==> src/verilog/alin_pkg.sv <==
// Shared constants and types for the angle linearization datapath.
// Assumes a single pclk domain; no other package is needed.
package alin_pkg;
    localparam int ANGLE_W      = 16;
    localparam int COEFF_W      = 8;
    localparam int NUM_COEFF    = 16;
    localparam int IDX_W        = 4;
    localparam int NUM_PATH     = 4;
    localparam int PATH_IDX_W   = 2;
    localparam int FRAC_W       = ANGLE_W - IDX_W;
    localparam int CORR_SHIFT   = 3;

    localparam logic [11:0] ADDR_CTRL      = 12'h000;
    localparam logic [11:0] ADDR_STATUS    = 12'h004;
    localparam logic [11:0] ADDR_COEFF_LO  = 12'h100;
    localparam logic [11:0] ADDR_COEFF_HI  = 12'h1FC;
    localparam int          CTRL_EN_BIT    = 0;
    localparam int          CTRL_BYP_BIT   = 1;
    localparam logic [1:0]  CTRL_RESET     = 2'h1;
    localparam logic [7:0]  COEFF_RESET    = 8'h00;
    localparam logic [31:0] READ_ZERO      = 32'h0000_0000;

    typedef logic [ANGLE_W-1:0] alin_angle_t;
    typedef logic signed [COEFF_W-1:0] alin_coeff_t;
endpackage

==> src/verilog/alin_interp.sv <==
// One linearization stage: interpolates the correction and adds it to the angle.
// Assumes coefficients are supplied as a flat vector and stable while in use.
`timescale 1ns/10ps
module alin_interp
    import alin_pkg::*;
(
    input  wire logic                          pclk,
    input  wire logic                          presetn,
    input  wire logic                          in_valid,
    input  wire logic [ANGLE_W-1:0]            in_angle,
    input  wire logic                          bypass,
    input  wire logic [NUM_COEFF*COEFF_W-1:0]  coeffs,
    output logic                               out_valid,
    output logic [ANGLE_W-1:0]                 out_angle
);
    // Full circle maps onto 2^ANGLE_W codes; the top four bits pick the 22.5 degree segment.
    wire  [IDX_W-1:0]          seg_lo  = in_angle[ANGLE_W-1 -: IDX_W]; // [RULE5]
    wire  [IDX_W-1:0]          seg_hi  = seg_lo + 4'h1;                 // [RULE9]
    wire  [FRAC_W-1:0]         frac    = in_angle[FRAC_W-1:0];
    wire  signed [COEFF_W-1:0] y0      = coeffs[seg_lo*COEFF_W +: COEFF_W]; // [RULE3] [RULE4] [RULE7]
    wire  signed [COEFF_W-1:0] y1      = coeffs[seg_hi*COEFF_W +: COEFF_W];
    wire  signed [COEFF_W:0]   dy      = {y1[COEFF_W-1], y1} - {y0[COEFF_W-1], y0};
    wire  signed [COEFF_W+FRAC_W+1:0] prod = dy * $signed({1'b0, frac});
    wire  signed [COEFF_W+1:0] step    = (COEFF_W+2)'(prod >>> FRAC_W);
    wire  signed [COEFF_W+1:0] corr    = {{2{y0[COEFF_W-1]}}, y0} + step; // [RULE6]
    // One coefficient step is 1/4096 of a turn; the angle word is 1/65536, so scale by 16.
    wire  signed [ANGLE_W-1:0] corr_a  = ANGLE_W'(corr) <<< (CORR_SHIFT + 1); // [RULE8]
    wire  [ANGLE_W-1:0]        next_angle = bypass ? in_angle : in_angle + corr_a; // [RULE2]

    always_ff @(posedge pclk or negedge presetn) begin
        if (!presetn) begin
            out_valid <= 1'b0;
            out_angle <= '0;
        end else begin
            out_valid <= in_valid;
            if (in_valid) begin
                out_angle <= next_angle;
            end
        end
    end
endmodule

==> src/verilog/alin_top.sv <==
// Angle linearization for the main and three redundant paths, with APB coefficient storage.
// Assumes angle samples arrive on pclk; coefficients are loaded from nonvolatile storage by software.
//
// Overview of operation
// [RULE1] Four independent stages: main plus three redundant paths, each own coefficients.
// [RULE2] Output angle is measured angle plus signed correction.
// [RULE3] Correction depends on angle, taken from loaded stored coefficients.
// [RULE4] Sixteen coefficients per path, breakpoints every 22.5 degrees from zero.
// [RULE5] Coefficient k applies at angle k times 22.5 degrees.
// [RULE6] Between breakpoints, linearly interpolate the two nearest coefficients.
// [RULE7] Coefficients are 8-bit two's complement, range -128 to 127.
// [RULE8] One coefficient step equals about 0.088 degrees of correction.
// [RULE9] Above 337.5 degrees interpolate between index 15 and index 0.
`timescale 1ns/10ps
module alin_top
    import alin_pkg::*;
#(
    parameter int PATHS = NUM_PATH
)
(
    input  wire logic                        pclk,
    input  wire logic                        presetn,
    input  wire logic                        psel,
    input  wire logic                        penable,
    input  wire logic                        pwrite,
    input  wire logic [11:0]                 paddr,
    input  wire logic [31:0]                 pwdata,
    output logic [31:0]                      prdata,
    output logic                             pready,
    output logic                             pslverr,
    input  wire logic [PATHS-1:0]            angle_valid,
    input  wire logic [PATHS*ANGLE_W-1:0]    angle_in,
    output logic [PATHS-1:0]                 corr_valid,
    output logic [PATHS*ANGLE_W-1:0]         corr_angle
);
    import alin_pkg::*;

    initial begin
        if (PATHS != NUM_PATH) begin
            $error("alin_top supports exactly four paths");
        end
    end

    // ********************************************
    // Register file
    // ********************************************
    logic [1:0]   ctrl;
    logic [COEFF_W-1:0] coeff_mem [PATHS*NUM_COEFF];

    wire        acc       = psel && penable && !pready;
    wire        wr        = acc && pwrite;
    wire        is_ctrl   = paddr == ADDR_CTRL;
    wire        is_status = paddr == ADDR_STATUS;
    wire        is_coeff  = paddr >= ADDR_COEFF_LO && paddr <= ADDR_COEFF_HI && paddr[1:0] == 2'h0;
    wire        mapped    = is_ctrl || is_status || is_coeff;
    wire [5:0]  cidx      = 6'((paddr - ADDR_COEFF_LO) >> 2);
    logic [PATHS-1:0] seen;
    wire [31:0] rd_val    = is_ctrl   ? {30'h0000_0000, ctrl} :
                            is_status ? {28'h000_0000, seen} :
                            is_coeff  ? {24'h00_0000, coeff_mem[cidx]} : READ_ZERO;

    always_ff @(posedge pclk or negedge presetn) begin
        if (!presetn) begin
            pready  <= 1'b0;
            pslverr <= 1'b0;
            prdata  <= READ_ZERO;
            ctrl    <= CTRL_RESET;
        end else begin
            pready  <= acc;
            pslverr <= acc && !mapped;
            prdata  <= (acc && !pwrite) ? rd_val : READ_ZERO;
            if (wr && is_ctrl) begin
                ctrl <= pwdata[1:0];
            end
        end
    end

    // Coefficient storage, one signed byte per breakpoint per path.
    always_ff @(posedge pclk or negedge presetn) begin
        if (!presetn) begin
            for (int i = 0; i < PATHS*NUM_COEFF; i++) begin
                coeff_mem[i] <= COEFF_RESET;
            end
        end else if (wr && is_coeff) begin
            coeff_mem[cidx] <= pwdata[COEFF_W-1:0]; // [RULE3]
        end
    end

    // ********************************************
    // Datapath, one stage per path
    // ********************************************
    genvar p;
    generate
        for (p = 0; p < PATHS; p++) begin : g_path
            logic [NUM_COEFF*COEFF_W-1:0] flat;
            logic                         v;
            logic [ANGLE_W-1:0]           a;
            for (genvar k = 0; k < NUM_COEFF; k++) begin : g_c
                assign flat[k*COEFF_W +: COEFF_W] = coeff_mem[p*NUM_COEFF+k]; // [RULE1] [RULE4]
            end
            alin_interp u_stage (
                .pclk      (pclk),
                .presetn   (presetn),
                .in_valid  (angle_valid[p] && ctrl[CTRL_EN_BIT]),
                .in_angle  (angle_in[p*ANGLE_W +: ANGLE_W]),
                .bypass    (ctrl[CTRL_BYP_BIT]),
                .coeffs    (flat),
                .out_valid (v),
                .out_angle (a)
            );
            always_ff @(posedge pclk or negedge presetn) begin
                if (!presetn) begin
                    corr_valid[p]                   <= 1'b0;
                    corr_angle[p*ANGLE_W +: ANGLE_W] <= '0;
                    seen[p]                         <= 1'b0;
                end else begin
                    corr_valid[p] <= v;
                    if (v) begin
                        corr_angle[p*ANGLE_W +: ANGLE_W] <= a;
                    end
                    // Sticky sample-seen flag; a new sample wins over a clear in the same cycle.
                    if (v) begin
                        seen[p] <= 1'b1;
                    end else if (wr && is_status && pwdata[p]) begin
                        seen[p] <= 1'b0;
                    end
                end
            end
        end
    endgenerate
endmodule

==> config.mk <==
export PLATFORM = sky130hd
export DESIGN_NAME = alin_top
export DESIGN_NICKNAME = d
export VERILOG_FILES = /design/src/verilog/alin_pkg.sv /design/src/verilog/alin_interp.sv /design/src/verilog/alin_top.sv
export SDC_FILE = /design/constraint.sdc
export NUM_CORES = 2
export LEC_CHECK = 0
export BUFFER_PORTS_ARGS = -buffer_cell sky130_fd_sc_hd__buf_4
export CAP_MARGIN = 20
export CORE_AREA = 5 5 329 331
export CTS_CLUSTER_SIZE = 14
export DETAILED_ROUTE_END_ITERATION = 6
export DIE_AREA = 0 0 334 336
export GPL_TIMING_DRIVEN = 0
export PLACE_DENSITY_LB_ADDON = 0.05
export SYNTH_ARGS = -nofsm -noshare
export SYNTH_HDL_FRONTEND = slang
export SYNTH_SLANG_ARGS = --single-unit
export TNS_END_PERCENT = 50
==> constraint.sdc <==
create_clock -name pclk -period 27.9 [get_ports pclk]
set_clock_uncertainty 0.2 [all_clocks]
set_input_delay 1.395 -clock pclk [delete_from_list [all_inputs] [get_ports pclk]]
set_output_delay 1.395 -clock pclk [all_outputs]
set_load 0.005 [all_outputs]
## After elaboration in Yosys (flattened, before gate mapping)

Cells that the tools add are included.

| word-level totals | value |
|---|---|
| register bits | 664 |
| input port bits | 117 |
| output and inout bits | 102 |
| logic and storage cells | 175 |

| cells by class | value |
|---|---|
| add/subtract/negate cells | 17 |
| $mul | 4 |
| $lt $le $gt $ge | 4 |
| eq/ne operators | 1 |
| shift operators | 8 |
| mux-type cells | 22 |
| bitwise gates (word level) | 1 |
| reductions and logical operators | 30 |

Operators by type and width:

| operator | number |
|---|---|
| 128-bit by 8-bit indexed part select with 8-bit output | 8 |
| 512-bit bitwise mux | 1 |
| 9-bit by 13-bit multiplier with 22-bit output | 4 |
| 16-bit adder | 4 |
| 16-bit 2-to-1 mux | 4 |
| 8-bit 2-to-1 mux | 7 |
| 8-bit binary-select mux with 6-bit select | 1 |
| 8-bit demux with 6-bit select | 1 |
| 10-bit adder | 4 |
| 8-bit by 8-bit subtractor with 9-bit output | 4 |
| 1-bit logical AND | 19 |
| 4-bit by 1-bit adder with 4-bit output (second input constant) | 4 |
| 12-bit by 3-bit == test with 1-bit output (second input constant) | 1 |
| 12-bit by 9-bit greater-or-equal comparator with 1-bit output (second input constant) | 1 |
| 12-bit by 9-bit less-or-equal comparator with 1-bit output (second input constant) | 1 |
| 12-bit logical NOT | 1 |
| 1-bit 2-to-1 mux | 8 |
| 2-bit nonzero test | 4 |
| 8-bit by 1-bit subtractor with 8-bit output (second input constant) | 1 |
| 7-bit greater-or-equal comparator (second input constant) | 1 |
| 7-bit by 1-bit < comparator with 1-bit output (second input constant) | 1 |
| 6-bit inverter with 7-bit output | 1 |
| 1-bit logical NOT | 3 |
| 2-bit logical NOT | 1 |
| 1-bit logical OR | 2 |

## Longest topological paths before layout

| logic depth | value |
|---|---|
| word-level depth | 9 |
| depth in mapped cells | 52 |
| mapped depth without buffers | 50 |

## By module

From an unflattened synthesis, not the netlist that was laid out.

| second synthesis, totals | value |
|---|---|
| cell total of the unflattened synthesis | 4413 |
| area total of the unflattened synthesis | 55669.6 sq um |

By module, submodules not included:

| module | instances | cells an instance | area each (sq um) |
|---|---|---|---|
| alin_top | 1 | 1693 | 27171.1 |
| alin_interp (g_path[2].u_stage) | 1 | 693 | 7183.1 |
| alin_interp (g_path[1].u_stage) | 1 | 674 | 7131.8 |
| alin_interp (g_path[3].u_stage) | 1 | 675 | 7114.3 |
| alin_interp (g_path[0].u_stage) | 1 | 678 | 7069.3 |

## Worst setup path before layout

OpenSTA, ideal clock, no wires.

| timing path | value |
|---|---|
| kind | input -> register |
| start point | input angle_in[60] |
| end point | register g_path[3].u_stage.out_angle[15] |
| library setup time | 0.138 ns |
| arrival time | 11.782 ns |
| data required time | 27.562 ns |
| path slack | 15.780 ns |
| cell stages on the path | 46 |
| buffers on the path | 3 |
| path through | buf_2 > buf_1 > mux4_2 > mux4_2 > inv_1 > ha_1 > nor2b_1 > o21ai_0 > nand2b_1 > a21o_1 > a21o_1 > a21o_1 > a21oi_1 > xnor2_1 > clkbuf_1 > nand2_1 > fa_1 > fa_1 > [... 10 more ...] > a21oi_1 > o41ai_1 > and2_1 > o21a_1 > nor2_1 > xnor2_1 > ha_1 > nand2_1 > o41ai_1 > xnor2_1 > xnor2_1 > ha_1 > or3_1 > o211ai_1 > xnor3_1 > nor2_1 > xnor2_1 > o21ai_0 |

| on the way | value |
|---|---|
| word-level cells in the longest chain between the ends | 7 |

RTL lines:

| what | line | source |
|---|---|---|
| start, declared | alin_top.sv:32 | `input wire logic [PATHS*ANGLE_W-1:0] angle_in,` |
| 4-bit by 1-bit adder with 4-bit output | alin_interp.sv:18 | `wire [IDX_W-1:0] seg_hi = seg_lo + 4'h1;` |
| 128-bit by 8-bit indexed part select with 8-bit output | alin_interp.sv:21 | `wire signed [COEFF_W-1:0] y1 = coeffs[seg_hi*COEFF_W +: COEFF_W];` |
| 8-bit by 8-bit subtractor with 9-bit output | alin_interp.sv:22 | `wire signed [COEFF_W:0] dy = {y1[COEFF_W-1], y1} - {y0[COEFF_W-1], y0};` |
| 9-bit by 13-bit multiplier with 22-bit output | alin_interp.sv:23 | `wire signed [COEFF_W+FRAC_W+1:0] prod = dy * $signed({1'b0, frac});` |
| 10-bit adder | alin_interp.sv:25 | `wire signed [COEFF_W+1:0] corr = {{2{y0[COEFF_W-1]}}, y0} + step;` |
| 16-bit adder * | alin_interp.sv:28 | `wire [ANGLE_W-1:0] next_angle = bypass ? in_angle : in_angle + corr_a;` |
| 16-bit 2-to-1 mux * | alin_interp.sv:28 |  |
| end signal, assigned | alin_interp.sv:37 | `out_angle <= next_angle;` |
| end, declared | alin_interp.sv:14 | `output logic [ANGLE_W-1:0] out_angle` |

Mark *: on every way between the ends. The rest lies on a longest branch, timed or not.
A chain may end at the register's enable or synchronous reset.

## Worst setup path in the final report

| timing path | value |
|---|---|
| start point | input angle_in[13] |
| end point | register g_path[0].u_stage.out_angle[15] |

| on the way | value |
|---|---|
| word-level cells in the longest chain between the ends | 7 |

RTL lines:

| what | line |
|---|---|
| 4-bit by 1-bit adder with 4-bit output | alin_interp.sv:18 |
| 128-bit by 8-bit indexed part select with 8-bit output | alin_interp.sv:21 |
| 8-bit by 8-bit subtractor with 9-bit output | alin_interp.sv:22 |
| 9-bit by 13-bit multiplier with 22-bit output | alin_interp.sv:23 |
| 10-bit adder | alin_interp.sv:25 |
| 16-bit adder * | alin_interp.sv:28 |
| 16-bit 2-to-1 mux * | alin_interp.sv:28 |
| end signal, assigned | alin_interp.sv:37 |
| end, declared | alin_interp.sv:14 |

Marked as above.

==> flow_metrics.py <==
metrics = {
    "global_routing": {
        "overflow": 0,
        "grt.total_usage": 0.312,
        "grt_pass1_vias": 40258,
        "grt_pass1_wl_um": 263000,
        "grt_antenna_before_repair": 5,
        "grt_max_degree": 117,
    },
    "timing": {
        "relSlewSlack": 0.145,
        "min_period_ns": 13.76,
        "rsz0062_at_grt": "false",
        "tightest_slew_ns": 1.28,
        "hold_viol_final": 0,
        "finalSetupViolations": 0,
        "layout_worst_path_cycle_share": 0.493,
        "fmax_mhz": 72.7,
        "setup_slack_ns": 14.14,
        "maxSlewViolCount": 0,
        "tns_ns": 0,
    },
    "synthesis": {
        "synth-edff-count": 0,
        "syn-instance-count": 4564,
        "ys_warn_count": 0,
        "async_reset_ff_frac": 1.00,
        "synth_area_um2": 55100,
        "synthDistinctLibCells": 72,
        "synth_flop_cell": "dfrtp_1",
        "seq_area_frac_synth": 0.302,
        "synth_seq_cells": 664,
        "synth.avg_cell_area_um2": 12.1,
    },
    "placed_design": {
        "dpl.cell_count": 6155,
        "io_buffer_count": 143,
        "dp_worst_setup_slack_ns": 13.41,
        "dp_hpwl_um": 130000,
        "gp_congestion": 0.938,
        "placed_area_um2": 58600,
    },
    "hold_path": {
        "min_from": "g_path[0].u_stage.out_valid",
        "hp-class": "flop to flop",
        "holdPathStages": 0,
    },
    "critical_path": {
        "ff2ff_path_depth": 42,
        "slowest_delay_ns": 0.73,
        "path_max_fanout": 10,
        "start_kind": "input port",
        "r2r-start": "coeff_mem[64]",
        "cp_num_cells": 48,
        "crit_slowest_cell": "clkbuf_1",
        "crit_arrival_ns": 14.08,
        "cp.buffers_inverters": 8,
        "cpMostUsedCell": "fa_1",
        "cpLargestDelayFamily": "adder cells",
        "critPathKind": "input port to flop",
        "cp-end-kind": "flop",
        "cp.required_ns": 28.22,
        "crit_path_start": "angle_in[13]",
    },
    "die": {
        "start_util": 0.525,
        "rows": 119,
        "die_w_um": 334,
        "core_um2": 105000,
        "io_pins": 219,
        "die-area_um2": 112000,
        "fp.dieH_um": 336,
    },
    "clocking": {
        "cts_tree": "yes",
        "clock-sinks": 664,
        "path_clk_slew_ns": 0.06,
        "cts-root-buf": "clkbuf_16",
        "insertion_delay_ns": 0.67,
        "cts_buffer_depth": 3,
        "htreeDepth": 3,
        "ctsHoldBuffers": 0,
        "cts_inserted_buffers": 80,
        "cts_resized": 0,
        "post_cts_buffers": 0,
    },
    "route": {
        "wl_per_cell_um": 27.7,
        "drtPass1Iterations": 7,
        "remaining_drc_errors": 2,
        "ant_nets": 0,
        "dr_total_vias": 39795,
        "vias_per_cell": 6.30,
        "drt_iter0_drc": 3830,
        "wl_um": 175000,
    },
    "pwr": {
        "ir_drop_uv": 251,
        "leakage_nw": 29.6,
        "power_w": 0.00744,
        "pwr_density_cell_nw_per_um2": 121,
    },
    "flow_run": {
        "drv_cap": 0,
    },
    "outcome": {
        "violations": "DRC",
        "status": "complete, but fails checks",
    },
    "layout": {
        "finalInstanceArea_um2": 61400,
        "layout.nets": 5614,
        "mostFrequentLayoutCell": "dfrtp_1",
        "final_cells": 6312,
        "n_fill_cell": 8826,
        "area_delta_synth_final_pct": 11.6,
        "final_cell_mix": "dfrtp_1, mux2_2, mux4_2, inv_1, ha_1",
        "drive_gt1_frac": 0.294,
    },
}
[per-layer routing]
layer / GRT usage / routed length, µm
met1: 0.429 / 72100
met2: 0.480 / 78300
met3: 0.0783 / 15800
met4: 0.127 / 8340
met5: 0 / 7
[cells by family after synthesis]
| group | after synthesis | synth area share |
|---|---|---|
| AO/OA/AOI/OAI | 450 | 0.0522 |
| XOR/XNOR | 141 | 0.0229 |
| adder cells (fa/ha/maj) | 644 | 0.186 |
| buffers and inverters | 664 | 0.0478 |
| flip-flops | 664 | 0.302 |
| multiplexers | 1128 | 0.308 |
| other | 1 | 0.0000681 |
| AND/OR/NAND/NOR | 872 | 0.0808 |
[worst paths after layout]
kind,slack [ns],to
worst min register to register,0.17,corr_valid[0]
max in group asynchronous,25.37,g_path[2].u_stage.out_angle[2]
min in group asynchronous,0.49,g_path[0].u_stage.out_angle[1]
worst max-delay path,14.14,g_path[0].u_stage.out_angle[15]
worst min-delay path,0.17,corr_valid[0]
worst max register to register,16.01,g_path[3].u_stage.out_angle[15]
[cells in the mapped netlist (28+ instances only)]
master / count / area [µm²]
buf_2: 36 / 180
ha_1: 352 / 4400
a21oi_1: 124 / 621
and2_1: 207 / 1290
nor3_1: 36 / 180
nand2_1: 261 / 980
dfrtp_1: 663 / 16600
inv_1: 354 / 1330
o21ai_0: 111 / 556
buf_1: 39 / 146
xnor2_1: 91 / 797
a22oi_1: 28 / 210
fa_1: 292 / 5850
nor2_1: 145 / 544
a21o_1: 56 / 420
mux2_2: 616 / 6940
clkbuf_1: 208 / 781
nand2b_1: 91 / 569
a221oi_1: 33 / 289
mux4_2: 393 / 8850
mux2i_1: 119 / 1190
xor2_1: 48 / 420
[area by class of cell]
| cell class | count | area, µm² | share of cell area |
|---|---|---|---|
| tap | 1391 | 1740 | 0.0283 |
| multi-input combinational | 3259 | 35900 | 0.585 |
| antenna | 2 | 5.00 | 0.0000815 |
| sequential | 664 | 16600 | 0.270 |
| clock inverter | 39 | 554 | 0.00902 |
| clock buffer | 109 | 2220 | 0.0361 |
| buffer | 309 | 1310 | 0.0212 |
| inverter | 355 | 1330 | 0.0217 |
| timing repair buffer | 184 | 1730 | 0.0282 |
[stage by stage]
stage          hold WS [ns]  utilization
3_5_place_dp          0.162        0.559
3_3_place_gp          0.159        0.553
4_1_cts               0.175        0.585
5_1_grt               0.191        0.586
2_1_floorplan         0.152            -
6_report              0.173        0.586
[where the power goes]
part / switching, W / leakage (nW) / internal, W
Combinational: 0.00303 / 19.0 / 0.00232
Clock: 0.000456 / 1.35 / 0.000666
Sequential: 0.00000416 / 9.27 / 0.000970
Total: 0.00349 / 29.6 / 0.00396
[worst reg2reg max path, delay by kind of cell (launching register included)]
kind | cells | cell delay [ns]
adder cells (fa/ha/maj) | 10 | 4.18
multiplexers | 2 | 1.07
XOR/XNOR | 6 | 1.43
AO/OA/AOI/OAI | 10 | 2.26
AND/OR/NAND/NOR | 10 | 1.64
buffers and inverters | 4 | 0.56
flip-flops | 1 | 0.40
[state kept, by name, indices dropped and copies added (netlist names)]
name                      count
seen                          4
corr_angle                   64
corr_valid                    4
pslverr                       1
pready                        1
ctrl                          2
coeff_mem                   512
g_path.u_stage.out_angle     64
prdata                        8
g_path.u_stage.out_valid      4
Note: power is estimated with default switching activity, not from simulation.
